File: src/core/lcc_pkg.sv
// Timing, reduction, current-select and state constants of the charge controller.
package lcc_pkg;
  localparam int unsigned CLK_HZ = 40000000;
  localparam int unsigned SOFTSTART_MS = 16;
  localparam int unsigned REVAL_MS = 2000;
  localparam int unsigned PRE_FAULT_MS = 32;
  localparam int unsigned VALID_US = 1000;
  localparam int unsigned EOC_HOLD_MS = 32;
  localparam int unsigned SOFTSTART_CYC = CLK_HZ / 1000 * SOFTSTART_MS;
  localparam int unsigned REVAL_CYC = CLK_HZ / 1000 * REVAL_MS;
  localparam int unsigned PRE_FAULT_CYC = CLK_HZ / 1000 * PRE_FAULT_MS;
  localparam int unsigned VALID_CYC = CLK_HZ / 1000000 * VALID_US;
  localparam int unsigned EOC_HOLD_CYC = CLK_HZ / 1000 * EOC_HOLD_MS;
  // Pre-charge divisor is 5.2, kept as tenths.
  localparam int unsigned PRE_DIV_TENTHS = 52;
  localparam int unsigned END_DIV = 10;
  localparam int unsigned WARM_CUR_PCT = 20;
  localparam int unsigned WARM_FLOAT_MV = 200;
  localparam int unsigned TMR_W = 27;
  localparam logic [1:0] CUR_OFF = 2'h0;
  localparam logic [1:0] CUR_PRE = 2'h1;
  localparam logic [1:0] CUR_FAST = 2'h2;
  localparam logic [1:0] CUR_WARM = 2'h3;

  typedef enum logic [8:0] {
    ST_SLEEP    = 9'h001,
    ST_SOFT     = 9'h002,
    ST_VALID    = 9'h004,
    ST_RETRY    = 9'h008,
    ST_PRE      = 9'h010,
    ST_FAST     = 9'h020,
    ST_FLOAT    = 9'h040,
    ST_DONE     = 9'h080,
    ST_FAULT    = 9'h100
  } lcc_state_t;
endpackage

File: src/core/lcc_charge_ctrl.sv
// Charge state controller of a single-cell lithium linear charger.
`timescale 1ns/100ps
module lcc_charge_ctrl #(
  parameter int unsigned SOFTSTART_CYCLES = lcc_pkg::SOFTSTART_CYC,
  parameter int unsigned REVAL_CYCLES = lcc_pkg::REVAL_CYC,
  parameter int unsigned PRE_FAULT_CYCLES = lcc_pkg::PRE_FAULT_CYC,
  parameter int unsigned VALID_CYCLES = lcc_pkg::VALID_CYC,
  parameter int unsigned EOC_HOLD_CYCLES = lcc_pkg::EOC_HOLD_CYC
) (
  input wire logic clk,
  input wire logic rst_n,
  input wire logic vin_above_rise,
  input wire logic vin_above_sleep,
  input wire logic vin_above_fall,
  input wire logic vin_above_hold,
  input wire logic vin_overvoltage,
  input wire logic vin_below_ov_release,
  input wire logic bat_above_min,
  input wire logic bat_at_float,
  input wire logic bat_below_recharge,
  input wire logic bat_shorted,
  input wire logic ibat_below_end,
  input wire logic therm_cold,
  input wire logic therm_warm,
  input wire logic therm_hot,
  input wire logic therm_grounded,
  input wire logic therm_open,
  input wire logic set_shorted,
  input wire logic die_thermal_reg,
  input wire logic die_shutdown,
  output logic input_switch_en,
  output logic battery_pass_switch_en,
  output logic body_select_switch_en,
  output logic validation_load_en,
  output logic [1:0] current_select,
  output logic float_reduce,
  output logic therm_source_en,
  output logic charge_ind_out,
  output logic charge_ind_oe_n,
  output logic [8:0] state_out
);
  import lcc_pkg::*;

  localparam int NSYNC = 19;

  typedef struct packed {
    logic [NSYNC-1:0] s1;
    logic [NSYNC-1:0] s2;
    logic [NSYNC-1:0] s3;
    logic [NSYNC-1:0] val;
    lcc_state_t st;
    logic [TMR_W-1:0] tmr;
    logic [TMR_W-1:0] aux;
    logic ov_seen;
    logic rise_prev;
    logic sw_in;
    logic sw_bat;
    logic sw_body;
    logic load;
    logic [1:0] cur;
    logic flt_red;
    logic src_en;
    logic ind_oe_n;
    logic ind_drv;
  } lcc_regs_t;

  lcc_regs_t st_r;
  lcc_regs_t st_nxt;
  logic [NSYNC-1:0] raw;

  assign raw = {vin_above_rise, vin_above_sleep, vin_above_fall,
                vin_above_hold, vin_overvoltage, vin_below_ov_release,
                bat_above_min, bat_at_float, bat_below_recharge, bat_shorted,
                ibat_below_end, therm_cold, therm_warm, therm_hot,
                therm_grounded, therm_open, set_shorted, die_thermal_reg,
                die_shutdown};

  localparam int I_RISE = 18;
  localparam int I_SLP = 17;
  localparam int I_FALL = 16;
  localparam int I_HOLD = 15;
  localparam int I_OV = 14;
  localparam int I_OVREL = 13;
  localparam int I_BMIN = 12;
  localparam int I_FLT = 11;
  localparam int I_RCH = 10;
  localparam int I_SHORT = 9;
  localparam int I_IEND = 8;
  localparam int I_COLD = 7;
  localparam int I_WARM = 6;
  localparam int I_HOT = 5;
  localparam int I_GND = 4;
  localparam int I_OPEN = 3;
  localparam int I_SET = 2;
  localparam int I_TREG = 1;
  localparam int I_TSD = 0;

  function automatic logic [TMR_W-1:0] cyc(input int unsigned n);
    cyc = TMR_W'(n);
  endfunction

  logic temp_block;
  logic warm;
  logic charging;
  logic [TMR_W-1:0] tmr_inc;

  always_comb begin
    st_nxt = st_r;
    tmr_inc = st_r.tmr + cyc(1);
    st_nxt.s1 = raw;
    st_nxt.s2 = st_r.s1;
    st_nxt.s3 = st_r.s2;
    for (int i = 0; i < NSYNC; i++) begin
      if (st_r.s2[i] == st_r.s3[i]) begin
        st_nxt.val[i] = st_r.s3[i];
      end
    end
    // A grounded pin masks every thermistor threshold, but not die shutdown.
    temp_block = !st_r.val[I_GND] &&
                 (st_r.val[I_COLD] || st_r.val[I_HOT]);
    temp_block = temp_block || (st_r.val[I_OPEN] && !st_r.val[I_GND]);
    temp_block = temp_block || st_r.val[I_TSD];
    warm = !st_r.val[I_GND] && st_r.val[I_WARM] && !temp_block;
    charging = (st_r.st == ST_PRE) || (st_r.st == ST_FAST) ||
               (st_r.st == ST_FLOAT);
    st_nxt.src_en = !st_r.val[I_GND];
    st_nxt.rise_prev = st_r.val[I_RISE];
    st_nxt.tmr = tmr_inc;
    if (st_r.val[I_OV]) begin
      st_nxt.ov_seen = 1'b1;
    end else if (st_r.val[I_OVREL]) begin
      st_nxt.ov_seen = 1'b0;
    end
    case (st_r.st)
      ST_SLEEP: begin
        st_nxt.tmr = '0;
        if (st_r.val[I_RISE]) begin
          st_nxt.st = ST_SOFT;
        end
      end
      ST_SOFT: begin
        if (st_r.val[I_SET]) begin
          st_nxt.st = ST_FAULT;
        end else if (!st_r.val[I_FALL]) begin
          st_nxt.st = ST_SLEEP;
        end else if (st_r.tmr >= cyc(SOFTSTART_CYCLES - 1) &&
                     !st_r.ov_seen) begin
          st_nxt.st = ST_VALID;
          st_nxt.tmr = '0;
        end
      end
      ST_VALID: begin
        if (st_r.val[I_SET]) begin
          st_nxt.st = ST_FAULT;
        end else if (!st_r.val[I_HOLD] || st_r.ov_seen) begin
          st_nxt.st = ST_RETRY;
          st_nxt.tmr = '0;
        end else if (st_r.tmr >= cyc(VALID_CYCLES - 1)) begin
          st_nxt.st = ST_PRE;
          st_nxt.tmr = '0;
          st_nxt.aux = '0;
        end
      end
      ST_RETRY: begin
        if (!st_r.val[I_FALL]) begin
          st_nxt.st = ST_SLEEP;
        end else if (!st_r.val[I_SLP]) begin
          st_nxt.tmr = tmr_inc; // Load discharges input meanwhile.
        end
        if (st_r.val[I_FALL] && st_r.val[I_SLP] && !st_r.ov_seen &&
            st_r.tmr >= cyc(REVAL_CYCLES - 1)) begin
          st_nxt.st = ST_VALID;
          st_nxt.tmr = '0;
        end
      end
      ST_PRE: begin
        if (!st_r.val[I_SHORT] && st_r.val[I_BMIN]) begin
          st_nxt.st = ST_FAST;
        end else if (st_r.val[I_SHORT] &&
                     st_r.aux >= cyc(PRE_FAULT_CYCLES - 1)) begin
          st_nxt.st = ST_FAULT;
        end
        if (!temp_block) begin
          st_nxt.aux = st_r.aux + cyc(1);
        end
      end
      ST_FAST: begin
        if (st_r.val[I_SHORT]) begin
          st_nxt.st = ST_FAULT;
        end else if (st_r.val[I_FLT]) begin
          st_nxt.st = ST_FLOAT;
          st_nxt.tmr = '0;
        end
      end
      ST_FLOAT: begin
        if (st_r.val[I_SHORT]) begin
          st_nxt.st = ST_FAULT;
        end else if (!st_r.val[I_FLT] || temp_block) begin
          st_nxt.tmr = '0;
        end else if (st_r.val[I_IEND] &&
                     st_r.tmr >= cyc(EOC_HOLD_CYCLES - 1)) begin
          st_nxt.st = ST_DONE;
        end
      end
      ST_DONE: begin
        if (st_r.val[I_RCH]) begin
          st_nxt.st = ST_FAST;
        end
      end
      ST_FAULT: begin
        st_nxt.tmr = '0;
      end
      default: begin
        st_nxt.st = ST_SLEEP;
      end
    endcase
    // Falling input leaves any charging or done state.
    if ((charging || st_r.st == ST_DONE) &&
        (!st_r.val[I_FALL] || !st_r.val[I_SLP] || st_r.val[I_OV])) begin
      st_nxt.st = ST_RETRY;
      st_nxt.tmr = '0;
    end
    // A new input rise clears the latched fault.
    if (st_r.st == ST_FAULT && !st_r.val[I_FALL]) begin
      st_nxt.st = ST_SLEEP;
    end
    if (st_r.val[I_RISE] && !st_r.rise_prev && st_r.st == ST_FAULT) begin
      st_nxt.st = ST_SOFT;
      st_nxt.tmr = '0;
    end
    st_nxt.sw_in = (st_nxt.st != ST_SLEEP) &&
                   (st_nxt.st != ST_FAULT);
    st_nxt.sw_body = st_nxt.sw_in;
    st_nxt.sw_bat = (st_nxt.st == ST_PRE || st_nxt.st == ST_FAST ||
                     st_nxt.st == ST_FLOAT || st_nxt.st == ST_DONE) &&
                    !st_r.val[I_OV];
    st_nxt.load = (st_nxt.st == ST_VALID) ||
                  (st_nxt.st == ST_RETRY && !st_r.val[I_SLP]);
    if (!(st_nxt.st == ST_PRE || st_nxt.st == ST_FAST ||
          st_nxt.st == ST_FLOAT) || temp_block) begin
      st_nxt.cur = CUR_OFF;
    end else if (st_nxt.st == ST_PRE) begin
      st_nxt.cur = CUR_PRE;
    end else if (warm) begin
      st_nxt.cur = CUR_WARM;
    end else begin
      st_nxt.cur = CUR_FAST;
    end
    st_nxt.flt_red = warm;
    // Low drive while current flows, including thermal regulation.
    st_nxt.ind_oe_n = !(st_nxt.cur != CUR_OFF);
    // Open-drain pin: only the enable moves, the driven level stays low.
    st_nxt.ind_drv = 1'b0;
  end

  always_ff @(posedge clk) begin
    if (!rst_n) begin
      st_r <= '0;
      st_r.st <= ST_SLEEP;
      st_r.ind_oe_n <= 1'b1;
    end else begin
      st_r <= st_nxt;
    end
  end

  assign input_switch_en = st_r.sw_in;
  assign battery_pass_switch_en = st_r.sw_bat;
  assign body_select_switch_en = st_r.sw_body;
  assign validation_load_en = st_r.load;
  assign current_select = st_r.cur;
  assign float_reduce = st_r.flt_red;
  assign therm_source_en = st_r.src_en;
  assign charge_ind_out = st_r.ind_drv;
  assign charge_ind_oe_n = st_r.ind_oe_n;
  assign state_out = st_r.st;

  property p_fault_off;
    @(posedge clk) disable iff (!rst_n)
    st_r.st == ST_FAULT |->
      !battery_pass_switch_en && !input_switch_en && !body_select_switch_en;
  endproperty
  a_fault_off: assert property (p_fault_off)
    else $error("Switches on in fault state.");

  property p_sleep_off;
    @(posedge clk) disable iff (!rst_n)
    st_r.st == ST_SLEEP && $past(st_r.st) == ST_SLEEP |->
      !input_switch_en && !battery_pass_switch_en && !body_select_switch_en;
  endproperty
  a_sleep_off: assert property (p_sleep_off)
    else $error("Switch on during sleep.");

  property p_ind_low;
    @(posedge clk) disable iff (!rst_n)
    current_select != CUR_OFF |-> !charge_ind_oe_n;
  endproperty
  a_ind_low: assert property (p_ind_low)
    else $error("Indicator released while charging.");

  property p_no_pass_prevalid;
    @(posedge clk) disable iff (!rst_n)
    st_r.st == ST_SOFT || st_r.st == ST_VALID |-> !battery_pass_switch_en;
  endproperty
  a_no_pass_prevalid: assert property (p_no_pass_prevalid)
    else $error("Pass switch on before validation.");

  property p_done_released;
    @(posedge clk) disable iff (!rst_n)
    st_r.st == ST_DONE |-> charge_ind_oe_n;
  endproperty
  a_done_released: assert property (p_done_released)
    else $error("Indicator low after completion.");

  property p_load_valid;
    @(posedge clk) disable iff (!rst_n)
    st_r.st == ST_VALID |-> validation_load_en;
  endproperty
  a_load_valid: assert property (p_load_valid)
    else $error("Validation load missing.");

  property p_hot_stop;
    @(posedge clk) disable iff (!rst_n)
    st_r.val[I_HOT] && !st_r.val[I_GND] |=> current_select == CUR_OFF;
  endproperty
  a_hot_stop: assert property (p_hot_stop)
    else $error("Charging while hot.");

  property p_warm_red;
    @(posedge clk) disable iff (!rst_n)
    st_r.st == ST_FAST && warm && $stable(st_r.st) |=>
      float_reduce;
  endproperty
  a_warm_red: assert property (p_warm_red)
    else $error("Warm reduction missing.");
endmodule

File: config.mk
export PLATFORM = sky130hd
export DESIGN_NAME = lcc_charge_ctrl
export DESIGN_NICKNAME = d
export VERILOG_FILES = /design/src/core/lcc_pkg.sv /design/src/core/lcc_charge_ctrl.sv
export SDC_FILE = /design/constraint.sdc
export NUM_CORES = 1
export LEC_CHECK = 0
export ABC_AREA = 1
export BUFFER_PORTS_ARGS = -buffer_cell sky130_fd_sc_hd__clkbuf_2
export CAP_MARGIN = 30
export CORE_MARGIN = 5
export CORE_UTILIZATION = 35
export CTS_CLUSTER_SIZE = 12
export DETAILED_ROUTE_END_ITERATION = 7
export GPL_ROUTABILITY_DRIVEN = 0
export SETUP_SLACK_MARGIN = 0.2
export SLEW_MARGIN = 0
export SYNTH_ARGS = -nofsm -noshare
export SYNTH_HDL_FRONTEND = slang
export SYNTH_SLANG_ARGS = --single-unit
File: constraint.sdc
create_clock -name clk -period 2.8 [get_ports clk]
set_input_delay 0.28 -clock clk [delete_from_list [all_inputs] [get_ports clk]]
set_output_delay 0.28 -clock clk [all_outputs]
set_load 0.005 [all_outputs]
**Yosys cells after proc, flatten, opt, wreduce, memory -nomap -nowiden**

Index checks and enable logic that the tools add are counted.
W data, S select, Z words.

- Bits in registers: 149
- Input port bits: 21
- Output and inout port bits: 19
- Logic and storage cells: 168

- $add $sub $neg: 2
- Magnitude comparators: 5
- Equal/unequal tests: 39
- Muxes and demuxes: 36
- Bitwise gates (word level): 1
- Reductions and logical operators: 51

Operators by type and width:

| kind | number |
|---|---|
| $mux W36 | 6 |
| $mux W27 | 7 |
| $pmux W27 S6 | 1 |
| $mux W9 | 13 |
| $pmux W9 S9 | 1 |
| $mux W63 | 1 |
| $add A27 B1 Y27 const B | 2 |
| $ge A27 B21 Y1 const B | 2 |
| $mux W54 | 1 |
| $pmux W27 S2 | 1 |
| $ge A27 B16 Y1 const B | 1 |
| $ge A27 B20 Y1 const B | 1 |
| $ge A27 B27 Y1 const B | 1 |
| $eq A1 B1 Y1 | 18 |
| $eq A9 B3 Y1 const B | 2 |
| $eq A9 B4 Y1 const B | 2 |
| $eq A9 B5 Y1 const B | 2 |
| $eq A9 B6 Y1 const B | 2 |
| $eq A9 B7 Y1 const B | 2 |
| $eq A9 B8 Y1 const B | 2 |
| $logic_and A1 B1 Y1 | 18 |
| $logic_or A1 B1 Y1 | 15 |
| $logic_not A1 Y1 | 12 |
| $eq A9 B1 Y1 const B | 1 |
| other kinds (12) | 20 |

**Longest topological paths before layout**

Gate-level depths: netlist of run 1.

- Depth in word-level cells: 19
- Gate-level depth with buffers: 16
- Depth with buffers taken out: 16

**Worst setup path before layout of run 1**

OpenSTA, ideal clock, no wires.

- Path kind: reg-to-reg
- From: register st_r[39] in the netlist's numbering
- To: register st_r[60] in the netlist's numbering
- Setup time: 0.111 ns
- Arrival time: 1.707 ns
- Required time: 2.689 ns
- Slack: 0.982 ns
- Cell stages (with the launch flop): 14
- Path buffers: 1
- Period minus slack after synthesis: 1.818 ns
- Path through: dfxtp_1 ha_1 nand2_1 nor2_2 nand2_1 nor2_1 nand2_1 nand4_1 o21ai_1 nor4_4 nand3_4 buf_6 nand4_1 inv_1

- Cells in the longest elaborated chain, start to end: 6
- Elaborated cells between the ends (all ways): 18
- Classes of those cells: add/sub: 1; order compare: 3; mux: 12; reduce/logical: 2

Ends and longest elaborated chain:

| element | RTL line | text |
|---|---|---|
| start: declaration | lcc_charge_ctrl.sv:67 | `lcc_regs_t st_r;` |
| start signal: assignment | lcc_charge_ctrl.sv:262 | `st_r <= st_nxt;` |
| $ge A27 B20 Y1 | lcc_charge_ctrl.sv:146 | `end else if (st_r.tmr >= cyc(SOFTSTART_CYCLES - 1) &&` |
| $logic_and A1 B1 Y1 | lcc_charge_ctrl.sv:146 |  |
| $mux W36 | lcc_charge_ctrl.sv:146 |  |
| $mux W27 | lcc_charge_ctrl.sv:144 | `end else if (!st_r.val[I_FALL]) begin` |
| $mux W27 | lcc_charge_ctrl.sv:142 | `if (st_r.val[I_SET]) begin` |
| $pmux W27 S6 (*) | lcc_charge_ctrl.sv:134 | `case (st_r.st)` |

Mark *: on every way between the ends. The rest lies on a longest branch, timed or not. The select of a mux whose other input is x is not followed.
A chain may end at the register's enable or synchronous reset.

**Worst setup path in the final report of run 1**

- From: register st_r[54] in the netlist's numbering
- To: register st_r[39] in the netlist's numbering

The elaborated chain is that of the path after synthesis.

==> results.md, run 1 <==
* TritonCTS clock tree: done
* Hold_sp: therm_grounded
* CTS buffer count at 17
* Worst Hold Class: in -> reg
* Drt pass-1 iters at 5
* FP Rows at 53
* CP startpoint: st_r[54]
* DR vias/cell at 4.633
* Number of remaining DRC errors at 0
* Post-synth top area share at 39.08%
* Synthesis-to-layout area growth at 12.23%
* Ys flop type: dfxtp_1
* CP top delay family: simple AND/OR/NAND/NOR gates
* Post-synth ARST share at 0%
* Reg2Reg Depth at 11
* Synth top cells by count: nand2_1 (264), nor2_1 (167), inv_1 (161)
* Most frequent cell after synthesis: nand2_1
* Peak supply drop at 0.5304 mV
* Number of non-filler instances in the completed layout at 1411
* Slew HR at 60.71%
* # hold bufs at CTS at 0
* Layout cell share with drive strength beyond 1 at 13.03%
* ANT cells at 0
* Port bufs at 37
* Hpwl dp at 12050 µm
* Crit path depth at 11
* RSZ-0062 raised after global routing: false
* Total Wirelength at 16410 µm
* Initial antenna violation count at 0
* Final hold vios at 0
* Worst slew pin tran at 0.5849 ns
* Syn Area/Cell at 6.729 µm²
* Final worst-path cycle share at 82.36%
* Area leader, netlist: dfxtp_1
* Syn nets at 1127
* Die Area at 0.02424 mm²
* Worst Path Required at 3.12 ns
* Die Span X at 155.7 µm
* Total gr overflow at 0
* Area contributors post-synth: dfxtp_1 (39%), nand2_1 (13%), nor2_1 (8.4%)
* Launching point of the worst reg2reg path: st_r[54]
* Ys Warns at 0
* Crit path time final at 2.306 ns
* Post-CTS Resized at 0
* Slew Limit Fails at 0
* Seq cells post-synth at 145
* Vias in the first global route at 6012
* Total GRT Usage at 14.01%
* Max incr delay on CP at 0.55 ns
* Clock latency on the worst-skew pair at 0.42 ns
* WHS Path Cells at 3
* DR iter-0 viols at 365
* Arr. time, crit path at 2.62 ns
* Placed Cells incl. Taps at 1379
* Routed len/inst at 11.63 µm
* Worst Setup Path Type: reg -> reg
* Crit. End Element: flop
* Synthesized instance count at 1104
* Buf/Inv on CP at 2
* Final setup viols at 0
* Setup Skew at 0.01073 ns
* Ports at 40
* CP cell instances: nand2_1, nand2_1, nor2_1, nand2_1, clkinv_1, nand4_1, o21ai_1, nor4_4, nand3_4, nand3b_1, inv_1
* CTS H-tree depth at 4
* Initial Utilization at 35.45%
* Sink Count at 145
* TNS Setup at 0 ns
* First-pass GRT wire length at 28210 µm
* Startpoint types: flop
* Post-route ant nets at 0
* Lkg Pwr at 3.858 nW
* PD cells at 540.6 mW/mm²
* Clock-pin slew on the worst setup and hold paths at 0.07 ns
* Max Clk Rate at 433.6 MHz
* Worst-path fanout max at 27
* Sequential share of the synthesized area at 39.08%
* Placeable Area at 0.02096 mm²
* Max Cap Viol at 0
* Status: complete, no violations
* Synth cell types at 47
* Via count at 6537
* Clock root buffer: clkbuf_16
* Mapped Area at 0.007428 mm²
* Critical Path Slowest Stage Cell: dfxtp_1
* Largest net degree at the start of global routing at 47
* Most common cell on crit path: nand2_1
* Post-synth EDFFs at 0
* CTS Buffer Depth at 2
* Final net count at 1146
* Die Y at 155.7 µm
* Post-CTS Setup Inserts at 0
==> worst paths after layout <==
kind,slack (ns),endpoint
min,0.03,st_nxt[117]
max,0.49,st_r[39]
max reg2reg,0.49,st_r[39]
min reg2reg,0.41,st_nxt[109]
==> state kept, by name, indices dropped and copies added (netlist names) <==
register,cells
battery_pass_switch_en,1
state_out,9
therm_source_en,1
validation_load_en,1
st_nxt,37
current_select,2
body_select_switch_en,1
float_reduce,1
charge_ind_oe_n,1
st_r,91
==> per-stage QoR <==
step | instance area (µm²) | worst slack (ns) | total power [W] | hold WS [ns] | util [%]
2_1_floorplan | 7428 | 0.9816 | 0.002220 | 0.3776 | -
3_3_place_gp | 7741 | 0.5237 | 0.002250 | 0.3942 | 36.94
3_5_place_dp | 7741 | 0.5035 | 0.002253 | 0.3953 | 36.94
4_1_cts | 8337 | 0.4918 | 0.004574 | 0.01410 | 39.78
5_1_grt | 8337 | 0.2471 | 0.004673 | 0.01344 | 39.78
6_report | 8337 | 0.4940 | 0.004507 | 0.03179 | 39.78
==> final cells by class <==
class                      count  area, µm²
clock buffer                  18      429.2
clock inverter                14      166.4
fill                        2227      12620
inverter                     182      683.2
multi-input combinational    735       3588
sequential                   145       2903
tap                          275      344.1
timing repair buffer          42      222.7
==> layout by cell type, fill, tap and decap left out, types with 5 or more instances in the layout <==
cell type	instances
nand2_1	264
nor2_1	167
inv_1	161
dfxtp_1	145
a21oi_1	51
nand3_1	48
nand4_1	42
clkbuf_2	37
o21ai_0	35
inv_2	20
xor2_1	17
clkbuf_16	17
nor3_1	16
nor2_2	14
nand3_2	10
nand2_2	7
o21ai_1	7
nor4_1	7
nor2_4	6
nand3b_1	6
nor3_2	5
inv_6	5
buf_4	5
==> report_power, final <==
group	leakage (nW)	internal, W	switching, W	total [W]
registers	1.18	0.00210	0.0000136	0.00211
logic	2.39	0.0000332	0.0000621	0.0000953
clock network	0.288	0.00134	0.000959	0.00230
total	3.86	0.00347	0.00103	0.00451
==> cell families (layout without fill, tap and decap cells) <==
family | Yosys count | in the layout | synth area share [%]
AO/OA/AOI/OAI | 107 | 107 | 7.933
AND/OR/NAND/NOR | 605 | 605 | 37.63
flip-flops | 145 | 145 | 39.08
XOR/XNOR | 20 | 20 | 2.358
buffers and inverters | 224 | 256 | 12.62
other | 1 | 1 | 0.05048
adder cells (fa/ha/maj) | 2 | 2 | 0.3368
==> layer usage <==
metal	global-route usage (%)	wire, µm	share of wire (%)
met5	0	0	0
met2	22.29	7318	45
met1	18.67	7971	49
met4	4.335	345	2.1
met3	3.717	773	4.7
==> worst reg2reg max path: cells and delay by family, from the launching register on <==
kind | cells | cell delay (ns)
flip-flops | 1 | 0.55
AO/OA/AOI/OAI | 1 | 0.12
AND/OR/NAND/NOR | 8 | 1.40
buffers and inverters | 2 | 0.13
No activity file was read; power rests on OpenSTA's default activity.
==> run 2, diff against run 1 <==
clock period = 2.1 ns   (was 2.8 ns; I/O delays follow)
==> run 2 against run 1 <==
Compared with the run above: flip-flop and latch count did not move; die area did not move; power rose by 32%; core utilization rose by 5.6 points; critical path depth rose by 2; clock skew fell by 0.0031 ns; design area rose by 14%; setup slack got worse by 0.40 ns; global-route usage rose by 0.87 points; critical endpoint is now st_r[36]; largest power group unchanged.
==> results.md, run 2 (synthesis results as in run 1) <==
* Final Core Density at 45.43% (+5.6 points)
* Initial antenna violation count at 0 (unchanged)
* Routed len/inst at 12.07 µm (+3.8%)
* Final worst-path cycle share at 95.63% (+13 points)
* Reg2Reg Depth at 13 (+2)
* Total GRT Usage at 14.88% (+0.87 points)
* WHS Path Cells at 3 (unchanged)
* CTS buffer count at 17 (unchanged)
* Clock-pin slew on the worst setup and hold paths at 0.07 ns (about the same)
* Clock root buffer: clkbuf_16
* Fillers at 2113 (-5.1%)
* Worst-path fanout max at 7 (-74%)
* TNS Setup at 0 ns (unchanged)
* Number of remaining DRC errors at 0 (unchanged)
* Setup Skew at 0.007647 ns (-0.003087 ns)
* Drt pass-1 iters at 5 (unchanged)
* PD cells at 624.6 mW/mm² (+16%)
* Slew Limit Fails at 0 (unchanged)
* Max Clk Rate at 498.0 MHz (+15%)
* Max FFs per register at 91 (unchanged)
* Placeable Area at 0.02096 mm² (unchanged)
* Via count at 7001 (+7.1%)
* Final setup viols at 0 (unchanged)
* Lkg Pwr at 4.394 nW (+14%)
* Worst Hold Class: in -> reg
* Largest net degree at the start of global routing at 50 (+6.4%)
* Crit path time final at 2.008 ns (-0.2979 ns)
* CTS H-tree depth at 4 (unchanged)
* Die Y at 155.7 µm (unchanged)
* Worst Setup Path Type: reg -> reg
* Worst Path Required at 2.45 ns (-0.67 ns)
* RSZ-0062 raised after global routing: true
* Final net count at 1233 (+7.6%)
* Peak supply drop at 0.5717 mV (+7.8%)
* Die Area at 0.02424 mm² (unchanged)
* Power, Total at 0.005946 W (+32%)
* Most frequent cells in the layout: nand2_1 (239), inv_1 (156), nor2_1 (149), dfxtp_1 (131), buf_4 (63)
* Arr. time, crit path at 2.36 ns (-0.26 ns)
* Clock latency on the worst-skew pair at 0.43 ns (about the same)
* Total gr overflow at 0 (unchanged)
* Vias in the first global route at 6587 (+9.6%)
* Placed Cells incl. Taps at 1426 (+3.4%)
* Die Span X at 155.7 µm (unchanged)
* Biggest register: st_r
* CTS Buffer Depth at 2 (unchanged)
* ANT cells at 0 (unchanged)
* Total Wirelength at 18080 µm (+10%)
* Status: complete, no violations
* DR vias/cell at 4.674 (+0.88%)
* Initial Utilization at 35.45% (unchanged)
* Startpoint types: flop
* Ports at 40 (unchanged)
* Final hold vios at 0 (unchanged)
* Most common cell after layout, fill and taps aside: nand2_1
* First-pass GRT wire length at 29900 µm (+6.0%)
* Synthesis-to-layout area growth at 28.16%
* Number of non-filler instances in the completed layout at 1498 (+6.2%)
* TritonCTS clock tree: done
* Layout cell share with drive strength beyond 1 at 24.94% (+12 points)
* Sink Count at 145 (unchanged)
* Max Cap Viol at 0 (unchanged)
* Crit. End Element: flop
* FP Rows at 53 (unchanged)
* Port bufs at 37 (unchanged)
* DR iter-0 viols at 292 (-20%)
* Hpwl dp at 12660 µm (+5.1%)
* Post-route ant nets at 0 (unchanged)
-- run 2: changes by cell type in the layout (fill, tap and decap cells not counted), sizes merged --
| cell | change |
|---|---|
| buf | +67 |
| clkbuf | +1 |
| dlygate4sd3 | +18 |
| clkinvlp | +3 |
| clkinv | -1 |
| bufinv | -1 |
-- run 2: cell type report --
cell class / instances / area [µm²] / share of cell area, %
Tap cell: 275 / 344.1 / 3.614
Timing Repair inverter: 1 / 7.507 / 0.07885
Clock inverter: 14 / 143.9 / 1.511
Timing Repair Buffer: 128 / 999.7 / 10.50
Multi-Input combinational cell: 735 / 3971 / 41.71
Inverter: 182 / 696.9 / 7.320
Clock buffer: 18 / 429.2 / 4.508
Sequential cell: 145 / 2928 / 30.75
-- run 2: critical path: stages, from the launching register on --
cell	delay (ns)
dfxtp_1	0.47
nand2_2	0.11
inv_2	0.09
nand2_1	0.08
nor3_2	0.19
nand2_2	0.08
nand3_2	0.10
buf_4	0.11
o211ai_2	0.09
a21oi_4	0.15
buf_12	0.14
clkbuf_16	0.14
nand2_1	0.05
a21oi_1	0.13
-- run 2: per-layer routing --
layer / share of wire (%) / up-vias / global-route usage [%]
met1: 47 / 3189 / 19.05
met5: 0 / - / 0
met3: 4.0 / 29 / 3.551
met2: 47 / 114 / 24.04
met4: 2.1 / 0 / 6.336
li1: - / 3669 / -
-- run 2: final timing paths --
kind / start / to / slack [ns]
worst max-delay path: st_r[50] / st_r[36] / 0.09
worst min-delay path: rst_n / state_out[2] / 0.23
worst max register to register: st_r[50] / st_r[36] / 0.09
worst min register to register: st_nxt[119] / st_nxt[100] / 0.41
-- run 2: repair_timing --
action / CTS / global route
gates cloned: 0 / 2
gates resized for setup: 51 / 83
pin swaps: 18 / 40
buffers inserted: 9 / 11
endpoints found under the hold margin: 18 / 0
setup endpoints to repair: 45 / 68
hold buffers: 18 / 0
-- run 2: metrics by stage --
stage	setup WS, ns	hold slack (ns)	cell area [µm²]
after global placement	0.03818	0.3909	8132
final	0.09187	0.2265	9520
after floorplan	0.2816	0.3076	7428
after CTS	0.08764	0.2111	9138
after global routing	-0.08529	0.2881	9520
after detailed placement	0.02463	0.3951	8132
-- run 2: where the power goes --
| part | switching (W) | internal, W | leakage [nW] |
|---|---|---|---|
| logic | 0.0000957 | 0.0000743 | 2.93 |
| registers | 0.0000187 | 0.00279 | 1.19 |
| clock network | 0.00129 | 0.00167 | 0.274 |
| total | 0.00141 | 0.00454 | 4.39 |
